**config.mk**
```make
export PLATFORM = sky130hd
export DESIGN_NAME = lecc_top
export DESIGN_NICKNAME = d
export VERILOG_FILES = /design/src/rtl/lecc_pkg.sv /design/src/rtl/lecc_err_counter.sv /design/src/rtl/lecc_top.sv
export SDC_FILE = /design/constraint.sdc
export NUM_CORES = 1
export LEC_CHECK = 0
export BUFFER_PORTS_ARGS = -buffer_cell sky130_fd_sc_hd__buf_2
export CAP_MARGIN = 20
export CORE_UTILIZATION = 53
export CTS_CLUSTER_DIAMETER = 100
export CTS_CLUSTER_SIZE = 20
export DETAILED_ROUTE_END_ITERATION = 10
export HOLD_SLACK_MARGIN = 0.08
export PLACE_DENSITY = 0.8
export SLEW_MARGIN = 20
export SYNTH_ARGS = -nofsm -noshare
export SYNTH_HDL_FRONTEND = slang
export SYNTH_SLANG_ARGS = --single-unit
```
**constraint.sdc**
```tcl
create_clock -name sys_clk_i -period 3.35 [get_ports sys_clk_i]
set_input_delay 0.335 -clock sys_clk_i [delete_from_list [all_inputs] [get_ports sys_clk_i]]
set_output_delay 0.335 -clock sys_clk_i [all_outputs]
set_load 0.005 [all_outputs]
```
**src/rtl/lecc_pkg.sv**
```systemverilog
/*
 * Constants for the lane error counter control block: register offsets,
 * field positions, reset values and counter limits.
 * Assumes a configuration port back end with a 12-bit register address.
 */
package lecc_pkg;
    localparam int ADDR_W = 12;
    localparam int DATA_W = 8;
    localparam int CNT_W = 8;
    localparam int FIELD_W = 3;
    localparam int NUM_CNT = 9;

    localparam logic [11:0] LANE6_CTRL_OFFSET = 12'h486;
    localparam logic [11:0] LANE7_CTRL_OFFSET = 12'h487;
    localparam logic [11:0] LANE0_SAT_OFFSET = 12'h488;

    localparam int ENABLE_LSB = 3;
    localparam int CLEAR_LSB = 0;
    localparam int SAT_LSB = 0;

    localparam int BIT_UNEXPECTED = 2;
    localparam int BIT_INVALID = 1;
    localparam int BIT_DISPARITY = 0;

    localparam logic [2:0] ENABLE_RESET = 3'h7;
    localparam logic [2:0] CLEAR_RESET = 3'h7;
    localparam logic [2:0] SAT_RESET = 3'h7;

    localparam logic [7:0] COUNT_MAX = 8'hff;
    localparam logic [7:0] COUNT_ZERO = 8'h00;
    localparam logic [7:0] COUNT_STEP = 8'h01;
endpackage : lecc_pkg

```
**src/rtl/lecc_err_counter.sv**
```systemverilog
/*
 * One eight-bit error event counter with enable, level clear and
 * optional hold at terminal count.
 * Assumes error strobes and controls are on the counter's own clock.
 */
module lecc_err_counter
(
    input wire logic clk_i,
    input wire logic rst_n_i,
    input wire logic enable_i,
    input wire logic clear_i,
    input wire logic saturate_i,
    input wire logic error_i,
    output logic [7:0] count_o
);
    logic [7:0] count_reg;
    logic [7:0] count_next;
    wire at_max = (count_reg == lecc_pkg::COUNT_MAX);
    wire hold = saturate_i && at_max;
    wire bump = enable_i && error_i && !hold;

    // Clear wins so software always sees zero after a clear
    assign count_next = clear_i ? lecc_pkg::COUNT_ZERO :
                        bump ? 8'(count_reg + lecc_pkg::COUNT_STEP) :
                        count_reg;

    always_ff @(posedge clk_i or negedge rst_n_i)
    begin
        if (!rst_n_i)
        begin
            count_reg <= lecc_pkg::COUNT_ZERO;
        end
        else
        begin
            count_reg <= count_next;
        end
    end

    assign count_o = count_reg;
endmodule : lecc_err_counter

```
**src/rtl/lecc_top.sv**
```systemverilog
/*
 * Lane error counter control: control registers for lanes 6, 7 and the
 * lane-0 terminal hold, and nine error counters (lanes 0, 6 and 7).
 * Assumes the configuration serial port back end presents single-cycle
 * register writes and reads on sys_clk_i, and that error strobes come
 * from receiver logic on the same clock.
 */
// Operation
// - Lane 6/7 enables at [5:3], reset all on
// - Field bits: 2 unexpected, 1 invalid, 0 disparity
// - Lane 7 clear bits zero matching counters
// - Lane 0 hold bit: stop at 0xFF
// - Hold bit clear: counter wraps to zero
module lecc_top
(
    input wire logic sys_clk_i,
    input wire logic reset_n_i,
    input wire logic [11:0] reg_addr_i,
    input wire logic [7:0] reg_wdata_i,
    input wire logic reg_wr_i,
    input wire logic reg_rd_i,
    output logic [7:0] reg_rdata_o,
    input wire logic [2:0] lane0_counter_enables_i,
    input wire logic [2:0] lane0_counter_clears_i,
    input wire logic [2:0] lane0_errors_i,
    input wire logic [2:0] lane6_errors_i,
    input wire logic [2:0] lane7_errors_i,
    output logic [23:0] lane0_counts_o,
    output logic [23:0] lane6_counts_o,
    output logic [23:0] lane7_counts_o
);
    logic rst_meta_reg;
    logic rst_n_reg;

    always_ff @(posedge sys_clk_i or negedge reset_n_i)
    begin
        if (!reset_n_i)
        begin
            rst_meta_reg <= 1'b0;
            rst_n_reg <= 1'b0;
        end
        else
        begin
            rst_meta_reg <= 1'b1;
            rst_n_reg <= rst_meta_reg;
        end
    end

    logic [2:0] lane6_counter_enables_reg;
    logic [2:0] lane6_counter_clears_reg;
    logic [2:0] lane7_counter_enables_reg;
    logic [2:0] lane7_counter_clears_reg;
    logic [2:0] lane0_counter_saturate_enable_reg;
    logic [7:0] rdata_reg;
    logic [7:0] rdata_next;

    wire sel_lane6 = (reg_addr_i == lecc_pkg::LANE6_CTRL_OFFSET);
    wire sel_lane7 = (reg_addr_i == lecc_pkg::LANE7_CTRL_OFFSET);
    wire sel_sat0 = (reg_addr_i == lecc_pkg::LANE0_SAT_OFFSET);
    wire wr_lane6 = reg_wr_i && sel_lane6;
    wire wr_lane7 = reg_wr_i && sel_lane7;
    wire wr_sat0 = reg_wr_i && sel_sat0;
    wire [2:0] wr_enables = reg_wdata_i[lecc_pkg::ENABLE_LSB +: lecc_pkg::FIELD_W];
    wire [2:0] wr_clears = reg_wdata_i[lecc_pkg::CLEAR_LSB +: lecc_pkg::FIELD_W];
    wire [2:0] wr_sat = reg_wdata_i[lecc_pkg::SAT_LSB +: lecc_pkg::FIELD_W];

    // Reserved bits read as zero
    wire [7:0] rd_lane6 = {2'h0, lane6_counter_enables_reg, lane6_counter_clears_reg};
    wire [7:0] rd_lane7 = {2'h0, lane7_counter_enables_reg, lane7_counter_clears_reg};
    wire [7:0] rd_sat0 = {5'h00, lane0_counter_saturate_enable_reg};
    assign rdata_next = !reg_rd_i ? rdata_reg :
                        sel_lane6 ? rd_lane6 :
                        sel_lane7 ? rd_lane7 :
                        sel_sat0 ? rd_sat0 :
                        8'h00;

    always_ff @(posedge sys_clk_i or negedge rst_n_reg)
    begin
        if (!rst_n_reg)
        begin
            lane6_counter_enables_reg <= lecc_pkg::ENABLE_RESET;
            lane7_counter_enables_reg <= lecc_pkg::ENABLE_RESET;
            lane6_counter_clears_reg <= lecc_pkg::CLEAR_RESET;
            lane7_counter_clears_reg <= lecc_pkg::CLEAR_RESET;
            lane0_counter_saturate_enable_reg <= lecc_pkg::SAT_RESET;
            rdata_reg <= 8'h00;
        end
        else
        begin
            if (wr_lane6)
            begin
                lane6_counter_enables_reg <= wr_enables;
                lane6_counter_clears_reg <= wr_clears;
            end
            if (wr_lane7)
            begin
                lane7_counter_enables_reg <= wr_enables;
                lane7_counter_clears_reg <= wr_clears;
            end
            if (wr_sat0)
            begin
                lane0_counter_saturate_enable_reg <= wr_sat;
            end
            rdata_reg <= rdata_next;
        end
    end

    assign reg_rdata_o = rdata_reg;

    // Index k: lane group k/3 (0, 6, 7), field bit k%3
    wire [8:0] cnt_enable = {lane7_counter_enables_reg, lane6_counter_enables_reg, lane0_counter_enables_i};
    wire [8:0] cnt_clear = {lane7_counter_clears_reg, lane6_counter_clears_reg, lane0_counter_clears_i};
    // Hold field is used live; safe only because it is changed in soft reset
    wire [8:0] cnt_sat = {6'h00, lane0_counter_saturate_enable_reg};
    wire [8:0] cnt_error = {lane7_errors_i, lane6_errors_i, lane0_errors_i};
    wire [71:0] cnt_value;

    genvar k;
    generate
        for (k = 0; k < lecc_pkg::NUM_CNT; k++)
        begin : g_cnt
            lecc_err_counter u_cnt
            (
                .clk_i(sys_clk_i),
                .rst_n_i(rst_n_reg),
                .enable_i(cnt_enable[k]),
                .clear_i(cnt_clear[k]),
                .saturate_i(cnt_sat[k]),
                .error_i(cnt_error[k]),
                .count_o(cnt_value[k*8 +: 8])
            );
        end
    endgenerate

    // Output packing puts bit 2 (unexpected) in the top byte
    assign lane0_counts_o = {cnt_value[16 +: 8], cnt_value[8 +: 8], cnt_value[0 +: 8]};
    assign lane6_counts_o = {cnt_value[40 +: 8], cnt_value[32 +: 8], cnt_value[24 +: 8]};
    assign lane7_counts_o = {cnt_value[64 +: 8], cnt_value[56 +: 8], cnt_value[48 +: 8]};

    wire [7:0] l7_unexp = lane7_counts_o[23:16];
    wire [7:0] l7_disp = lane7_counts_o[7:0];
    wire [7:0] l7_inval = lane7_counts_o[15:8];
    wire [7:0] l0_unexp = lane0_counts_o[23:16];
    wire [7:0] l6_disp = lane6_counts_o[7:0];
endmodule : lecc_top

```
==> results of run 1 <==
==> metrics by stage <==
stage	hold WS (ns)	instances	utilization [%]	total power (uW)	worst slack, ns
finish	0.238	660	65.9	2040	1.64
global route	0.222	660	65.9	2130	1.55
CTS	0.226	660	65.9	2060	1.66
detailed placement	0.121	643	63.3	1300	1.29
global placement	0.120	643	63.3	1300	1.29
floorplan	0.0394	439	-	1250	0.534
==> cell type report <==
class	count	area (um2)
tap	105	131
multi-input combinational	317	2100
clock inverter	3	42.5
sequential	95	2400
clock buffer	13	159
inverter	10	37.5
fill	679	2830
timing repair buffer	117	596
==> worst paths after layout <==
| path | slack (ns) | depth (start not counted) | startpoint | to |
|---|---|---|---|---|
| setup / recovery | 1.64 | 5 | reg_addr_i[5] | lane6_counter_enables_reg[1]$_DFFE_PN1P_ |
| hold / removal | 0.24 | 2 | reg_wdata_i[5] | lane6_counter_enables_reg[2]$_DFFE_PN1P_ |
| setup reg to reg | 1.67 | 5 | g_cnt[1].u_cnt.count_o[0]$_DFFE_PN0P_ | g_cnt[1].u_cnt.count_o[1]$_DFFE_PN0P_ |
| hold reg to reg | 0.36 | 0 | rst_meta_reg$_DFF_PN0_ | rst_n_reg$_DFF_PN0_ |
| max in group asynchronous | 2.09 | 1 | rst_n_reg$_DFF_PN0_ | lane7_counter_clears_reg[0]$_DFFE_PN1P_ |
| min in group asynchronous | 0.28 | 2 | reset_n_i | rst_n_reg$_DFF_PN0_ |
==> layer usage <==
metal  share of wire (%)  vias to the layer above  wire (um)  global-route usage (%)
met4                0.92                        0         87                    5.30
met1                  46                     1782       4340                    28.7
met3                 7.0                       11        661                    6.70
li1                    -                     1742          -                       -
met5                   0                        -          0                       0
met2                  46                       94       4350                    34.0
==> worst reg2reg max path, delay by kind of cell (launching register included) <==
family                     cells  cell delay (ns)
muxes                          1             0.24
DFF                            1             0.40
and+or+nand+nor                2             0.25
AOI/OAI and AO/OA              1             0.45
adders and majority gates      1             0.23
==> where the power goes <==
part	internal, uW	total, uW	switching, uW
combinational	42.9	91.3	48.4
sequential	1160	1190	29.4
clock	386	763	377
==> cells in the final DEF (no fill, tap or decap), types with 9 or more instances in the layout <==
master	n
xnor2_1	17
nand4_1	19
nand3_1	22
buf_2	114
o21ai_0	14
xor2_1	34
mux2_4	12
dfstp_2	15
nor2_1	65
and3_1	15
nand2_1	26
inv_1	10
clkbuf_8	11
dfrtp_1	79
a21oi_1	11
ha_1	9
==> kinds of logic (layout without fill, tap and decap cells) <==
logic type	Yosys count	count (layout)	synth area share [%]
compound gates	50	50	6.61
xor+xnor	51	51	9.70
fa+ha+maj	9	9	2.45
buf+inv	27	143	2.39
flops	95	95	52.1
mux	24	24	6.69
other cells	2	3	0.163
simple gates	180	180	20.0
==> results.cfg, run 1 <==
[run]
cap_violations = 0

[timing]
finalCritPeriodShare_pct = 50.9
hold_viol_final = 0
tightest_slew_ns = 0.912
setup_viol = 0
final.min_clock_period_ns = 1.71
timing.fmax_mhz = 586
clock_skew_ns = 0.00646
relSlewSlack_pct = 39.2
drv_slew = 0
setup_tns_ns = 0
rsz0062_at_grt = no

[synth]
synth_cell_type_count = 46
synth.avg_cell_area_um2 = 10.5
ys_seq_area_share_pct = 52.1
synth_area_um2 = 4600
synth_flop_cell = dfrtp_1
ys_async_sr_fraction_pct = 100
yosys.area.top_type_share_pct = 43.5
yosys.area.top_type = dfrtp_1
synth-edff-count = 0
yosys_warnings = 0
synth_common_cells = 80 x dfrtp_1, 65 x nor2_1, 34 x xor2_1, 26 x nand2_1, 22 x nand3_1
syn_inst = 438
synth_area_leaders = dfrtp_1 43%, dfstp_2 8.6%, xor2_1 6.5%, nor2_1 5.3%, mux2_4 3.9%
yosysMostFrequentCell = dfrtp_1
ys_seq_elements = 95

[clocking]
numCtsBuffers = 9
cts_root_buf = clkbuf_8
cts_tree = done
clk_pin_slew_worst_paths_ns = 0.08
htree_levels = 3
clock_sinks = 95
post_cts_buffers = 0
clkLatencyLatePin_ns = 0.35
cts-resized-gates = 0
cts_max_path_buffers = 2
hold_buffers = 1

[place]
portBuffers = 114
gp_congestion = 0.784
place.detailed.hpwl_mm = 6.99
place_area_um2 = 5260

[floorplan]
rows = 33
die_x_um = 95.2
ios = 119
core_um2 = 8300
die_area_um2 = 9060
start_util_pct = 55.5
die_h_um = 95.2

[route]
vias = 3629
via_per_inst = 5.50
firstDrtPassIters = 4
routedWlPerCell_um = 14.3
drtIter0Drc = 151
drc_errors = 0
wirelength_mm = 9.44
ant_nets = 0

[setup_path]
critPathMaxStageDelay_ns = 0.61
worstSetupEndpointType = flip-flop
cp-start-kind = input pin
critPathMaxFanout = 8
path_cells = buf_2 -> or4b_1 -> nor3_4 -> nand3_4 -> mux2_4
critPathTopFamily = simple AND/OR/NAND/NOR gates
arrival_ns = 1.99
critPathBufInv = 1
worstSetupPathType = in -> reg
cp_slowest_cell = or4b_1
worst_ep_required_time_ns = 3.63

[global_routing]
grt_pass1_wl_mm = 15.1
grt_pass1_vias = 3254
grt_max_degree = 74
grtUsageTotal_pct = 21.5
antenna_found_initial = 0
gr-total-overflow = 0

[final_layout]
largest_reg_flops = 72
area_growth_pct = 18.8
layout.nets = 598
layout-drive-gt1-share_pct = 30.5
final_area_um2 = 5470
diodes = 0

[pwr]
max-vdd-ir-drop_v = 0.000228
p_leak_uw = 0.00280
pwr_density_cell_nw_per_um2 = 374

[status]
outcome = complete, no violations

[hold_path]
hp-class = in -> reg
No activity file was read; power rests on OpenSTA's default activity.
==> inputs of run 2 (changes only) <==
--- a/config.mk
+++ b/config.mk
@@ -7,12 +7,12 @@
 export LEC_CHECK = 0
 export BUFFER_PORTS_ARGS = -buffer_cell sky130_fd_sc_hd__buf_2
 export CAP_MARGIN = 20
-export CORE_UTILIZATION = 53
+export CORE_UTILIZATION = 48
 export CTS_CLUSTER_DIAMETER = 100
 export CTS_CLUSTER_SIZE = 20
 export DETAILED_ROUTE_END_ITERATION = 10
 export HOLD_SLACK_MARGIN = 0.08
-export PLACE_DENSITY = 0.8
+export PLACE_DENSITY = 0.76
 export SLEW_MARGIN = 20
 export SYNTH_ARGS = -nofsm -noshare
 export SYNTH_HDL_FRONTEND = slang
==> constraint.sdc (replaced) <==
create_clock -name sys_clk_i -period 1.4 [get_ports sys_clk_i]
set_input_delay 0.14 -clock sys_clk_i [delete_from_list [all_inputs] [get_ports sys_clk_i]]
set_output_delay 0.14 -clock sys_clk_i [all_outputs]
set_load 0.005 [all_outputs]
==> results.cfg, run 2 (synthesis results as in run 1) <==
[pwr]
pwr_density_cell_nw_per_um2 = 816
total_power_uw = 4960
p_leak_uw = 0.00306
max-vdd-ir-drop_v = 0.000589

[global_routing]
gr-total-overflow = 0
grtUsageTotal_pct = 21.7
grt_pass1_vias = 3671
grt_max_degree = 45
antenna_found_initial = 0
grt_pass1_wl_mm = 17.2

[clocking]
clk_pin_slew_worst_paths_ns = 0.09
cts_tree = done
cts_root_buf = clkbuf_8
hold_buffers = 13
clkLatencyLatePin_ns = 0.36
clock_sinks = 95
numCtsBuffers = 9
htree_levels = 3
cts_max_path_buffers = 2

[route]
routedWlPerCell_um = 14.5
vias = 3865
drc_errors = 0
via_per_inst = 5.24
drtIter0Drc = 150
firstDrtPassIters = 5
ant_nets = 0
wirelength_mm = 10.7

[place]
dp.cells = 702
portBuffers = 114
place.detailed.hpwl_mm = 7.66
detailedPlace.worstSlack_ns = -0.435
gp_congestion = 0.850

[timing]
final.min_clock_period_ns = 1.48
drv_slew = 0
clock_skew_ns = 0.0102
finalCritPeriodShare_pct = 106
setup_viol = 6
setup_tns_ns = -0.255
rsz0062_at_grt = yes
timing.fmax_mhz = 674
fin_ws_ns = -0.0827
hold_viol_final = 0

[floorplan]
core_um2 = 9280
die_area_um2 = 9990
start_util_pct = 49.6
rows = 35
ios = 119
die_x_um = 99.9
die_h_um = 99.9

[status]
violations = negative setup slack
outcome = finished, violations left

[final_layout]
layout-drive-gt1-share_pct = 38.3
largest_reg_flops = 72
layout.nets = 652
diodes = 0
mostFrequentLayoutCell = buf_2
layout_common_cells = 114 x buf_2, 78 x dfrtp_1, 65 x nor2_1
num-fill-cells = 761
fin_cells = 738
area_growth_pct = 31.9
multiInputGateArea_um2 = 2220
regArea_um2 = 2400

[setup_path]
critPathMaxFanout = 3
worstSetupPathType = reg -> reg
arrival_ns = 1.72
worstSetupEndpointType = flip-flop
cp-start-kind = flip-flop
worst_ep_required_time_ns = 1.64

[run]
cap_violations = 0

[hold_path]
hp-class = in -> reg
-- run 2: cell types whose count changed in the layout (fill, tap and decap cells not counted), sizes merged --
cell and delta:
buf +42, inv +2, clkbuf -3, clkinvlp +1, dlygate4sd3 +12
-- run 2: repair_timing --
item	CTS	global route
endpoints found under the setup margin	14	42
resized for setup	5	18
endpoints found under the hold margin	38	7
pin swaps	6	18
setup buffers	4	4
-- run 2: power breakdown --
group | internal (uW) | switching, uW | total (uW)
logic | 159 | 175 | 334
registers | 2780 | 36.2 | 2810
clock network | 837 | 971 | 1810
total | 3770 | 1180 | 4960
-- run 2: through the flow --
step | instance area [um2] | util (%) | hold WS (ns)
finish | 6070 | 65.4 | 0.0518
global route | 6070 | 65.4 | 0.0497
CTS | 5970 | 64.3 | 0.0349
detailed placement | 5590 | 60.3 | -0.0733
global placement | 5590 | 60.3 | -0.0751
floorplan | 4630 | - | -0.156
-- run 2: worst paths after layout --
path,end,depth (start not counted),slack [ns],start
min in group asynchronous,g_cnt[8].u_cnt.count_o[5]$_DFFE_PN0P_,0,0.17,rst_n_reg$_DFF_PN0_
max in group asynchronous,rst_n_reg$_DFF_PN0_,3,0.64,reset_n_i
max reg2reg,g_cnt[1].u_cnt.count_o[2]$_DFFE_PN0P_,6,-0.08,g_cnt[1].u_cnt.count_o[1]$_DFFE_PN0P_
min,g_cnt[1].u_cnt.count_o[5]$_DFFE_PN0P_,2,0.05,lane0_counter_clears_i[1]
min reg2reg,g_cnt[8].u_cnt.count_o[5]$_DFFE_PN0P_,0,0.17,rst_n_reg$_DFF_PN0_
max,g_cnt[1].u_cnt.count_o[2]$_DFFE_PN0P_,6,-0.08,g_cnt[1].u_cnt.count_o[1]$_DFFE_PN0P_
-- run 2: worst max-delay path, cell delays in order (launching register included) --
cell	delay (ns)
dfrtp_1	0.36
ha_2	0.18
nand4_1	0.19
buf_4	0.21
o211ai_1	0.20
xor2_1	0.17
nor2_1	0.05
-- run 2: area by class of cell --
type / instances / share of cell area, %
clock buffer: 10 / 2.10
sequential: 95 / 39.5
inverter: 10 / 0.618
clock inverter: 6 / 1.11
multi-input combinational: 317 / 36.5
timing repair buffer: 171 / 17.4
tap: 129 / 2.66
-- run 2: metal layers --
metal,up-vias,wire (um),track usage (%)
li1,1863,-,-
met1,1864,4730,29.0
met2,121,5320,36.3
met3,17,468,3.13
met4,0,172,7.92
met5,-,0,0
==> inputs of run 3 (changes only) <==
--- a/config.mk
+++ b/config.mk
@@ -7,12 +7,13 @@
 export LEC_CHECK = 0
 export BUFFER_PORTS_ARGS = -buffer_cell sky130_fd_sc_hd__buf_2
 export CAP_MARGIN = 20
-export CORE_UTILIZATION = 48
-export CTS_CLUSTER_DIAMETER = 100
+export CORE_UTILIZATION = 50
+export CTS_BUF_LIST = sky130_fd_sc_hd__clkbuf_8
+export CTS_CLUSTER_DIAMETER = 40
 export CTS_CLUSTER_SIZE = 20
 export DETAILED_ROUTE_END_ITERATION = 10
 export HOLD_SLACK_MARGIN = 0.08
-export PLACE_DENSITY = 0.76
+export PLACE_DENSITY = 0.79
 export SLEW_MARGIN = 20
 export SYNTH_ARGS = -nofsm -noshare
 export SYNTH_HDL_FRONTEND = slang
==> results.cfg, run 3 (synthesis results as in run 1) <==
[floorplan]
core_um2 = 8810
rows = 34
die_h_um = 98.0
start_util_pct = 52.3
ios = 119
die_area_um2 = 9590
die_x_um = 98.0

[setup_path]
path_cells = ha_2 -> nand4_1 -> o211ai_1 -> or3_1 -> a21oi_1
critPathBufInv = 0
worstSetupPathType = reg -> reg
worstSetupEndpointType = flip-flop
cp_slowest_cell = dfrtp_1
worst_ep_required_time_ns = 1.68
critPathMaxFanout = 5
cp-start-kind = flip-flop
arrival_ns = 1.77
critPathMaxStageDelay_ns = 0.39
critPathTopFamily = simple AND/OR/NAND/NOR gates

[place]
portBuffers = 114
detailedPlace.worstSlack_ns = -0.384
place.detailed.hpwl_mm = 7.90
gp_congestion = 0.850
place_area_um2 = 5570

[route]
vias = 3887
via_per_inst = 5.39
firstDrtPassIters = 7
drtIter0Drc = 107
drc_errors = 7
routedWlPerCell_um = 15.1
ant_nets = 0
wirelength_mm = 10.9

[global_routing]
grt_max_degree = 32
grtUsageTotal_pct = 23.0
antenna_found_initial = 0
grt_pass1_vias = 3806
gr-total-overflow = 0
grt_pass1_wl_mm = 17.6

[run]
cap_violations = 0

[final_layout]
regArea_um2 = 2400
layout-drive-gt1-share_pct = 39.0
mostFrequentLayoutCell = buf_2
multiInputGateArea_um2 = 2230
num-fill-cells = 681
fin_util_pct = 69.6
layout_common_cells = 114 x buf_2, 77 x dfrtp_1, 64 x nor2_1
area_growth_pct = 33.1
layout.nets = 656
largest_reg_flops = 72
diodes = 0
final_area_um2 = 6130

[timing]
drv_slew = 0
final.min_clock_period_ns = 1.50
hold_viol_final = 0
timing.fmax_mhz = 668
rsz0062_at_grt = yes
finalCritPeriodShare_pct = 107
setup_viol = 8
clock_skew_ns = 0.0144
fin_ws_ns = -0.0968

[pwr]
max-vdd-ir-drop_v = 0.000421
pwr_density_cell_nw_per_um2 = 857
swShare_pct = 21.6
clockPowerShare_pct = 39.6
p_switching_uw = 1130
internal_power_uw = 4120
p_seq_share_pct = 53.9
p_leak_uw = 0.00311
power_frac_comb_pct = 6.5
total_power_uw = 5250

[clocking]
numCtsBuffers = 9
htree_levels = 3
clock_sinks = 95
clk_pin_slew_worst_paths_ns = 0.09
cts_root_buf = clkbuf_8
cts_max_path_buffers = 2
cts_tree = done
clkLatencyLatePin_ns = 0.35

[hold_path]
hp-class = in -> reg

[status]
violations = design-rule violations, negative setup slack
outcome = finished, violations left
==> run 3: power groups by stage <==
| stage | sequential, uW | clock, uW | combinational, uW |
|---|---|---|---|
| floorplan | 2900 | 0 | 98.5 |
| global placement | 2870 | 0 | 283 |
| detailed placement | 2880 | 0 | 294 |
| CTS | 2830 | 2120 | 325 |
| global route | 2830 | 2240 | 377 |
| finish | 2830 | 2080 | 342 |
==> run 3: what timing repair did <==
item	CTS	global route
setup buffers	2	9
hold endpoints to repair	36	6
setup endpoints to repair	21	39
resized for setup	7	19
hold buffers	12	1
pin swaps	7	12
gates cloned	0	0
==> run 3: worst register-to-register path: stages, from the launching register on <==
cell and delay, ns:
dfrtp_1 0.39, ha_2 0.20, nand4_1 0.13, o211ai_1 0.19, or3_1 0.36, a21oi_1 0.15
==> run 3: area by class of cell <==
cell class              instances  area share, %
repair buffers                175           17.8
clock buffers                   9           2.02
inverters                      10          0.613
clock inverters                 7           1.74
well taps                     108           2.21
flip-flops and latches         95           39.2
multi-input cells             317           36.4
==> run 3: layer usage <==
| metal | vias to the layer above | global-route usage [%] | wire [um] |
|---|---|---|---|
| met1 | 1909 | 29.9 | 4690 |
| li1 | 1861 | - | - |
| met4 | 0 | 7.46 | 164 |
| met5 | - | 0 | 0 |
| met2 | 101 | 38.5 | 5530 |
| met3 | 16 | 4.87 | 539 |
==> run 3: per-stage QoR <==
step | hold slack, ns | instances | TNS, ns
after global routing | 0.0941 | 721 | -1.45
after floorplan | -0.156 | 439 | -3.07
final | 0.105 | 721 | -0.341
after global placement | -0.0723 | 681 | -5.94
after detailed placement | -0.0707 | 681 | -7.24
after CTS | 0.0472 | 711 | -0.310
==> run 3: path summary, 6_finish.rpt <==
| check | cells past startpoint | startpoint | slack, ns | end |
|---|---|---|---|---|
| setup / recovery | 5 | g_cnt[2].u_cnt.count_o[0]$_DFFE_PN0P_ | -0.1 | g_cnt[2].u_cnt.count_o[5]$_DFFE_PN0P_ |
| hold / removal | 3 | lane7_errors_i[1] | 0.10 | g_cnt[7].u_cnt.count_o[1]$_DFFE_PN0P_ |
| setup reg to reg | 5 | g_cnt[2].u_cnt.count_o[0]$_DFFE_PN0P_ | -0.1 | g_cnt[2].u_cnt.count_o[5]$_DFFE_PN0P_ |
| hold reg to reg | 0 | rst_n_reg$_DFF_PN0_ | 0.27 | g_cnt[7].u_cnt.count_o[2]$_DFFE_PN0P_ |
| max in group asynchronous | 1 | rst_n_reg$_DFF_PN0_ | 0.61 | g_cnt[3].u_cnt.count_o[7]$_DFFE_PN0P_ |
| min in group asynchronous | 0 | rst_n_reg$_DFF_PN0_ | 0.27 | g_cnt[7].u_cnt.count_o[2]$_DFFE_PN0P_ |
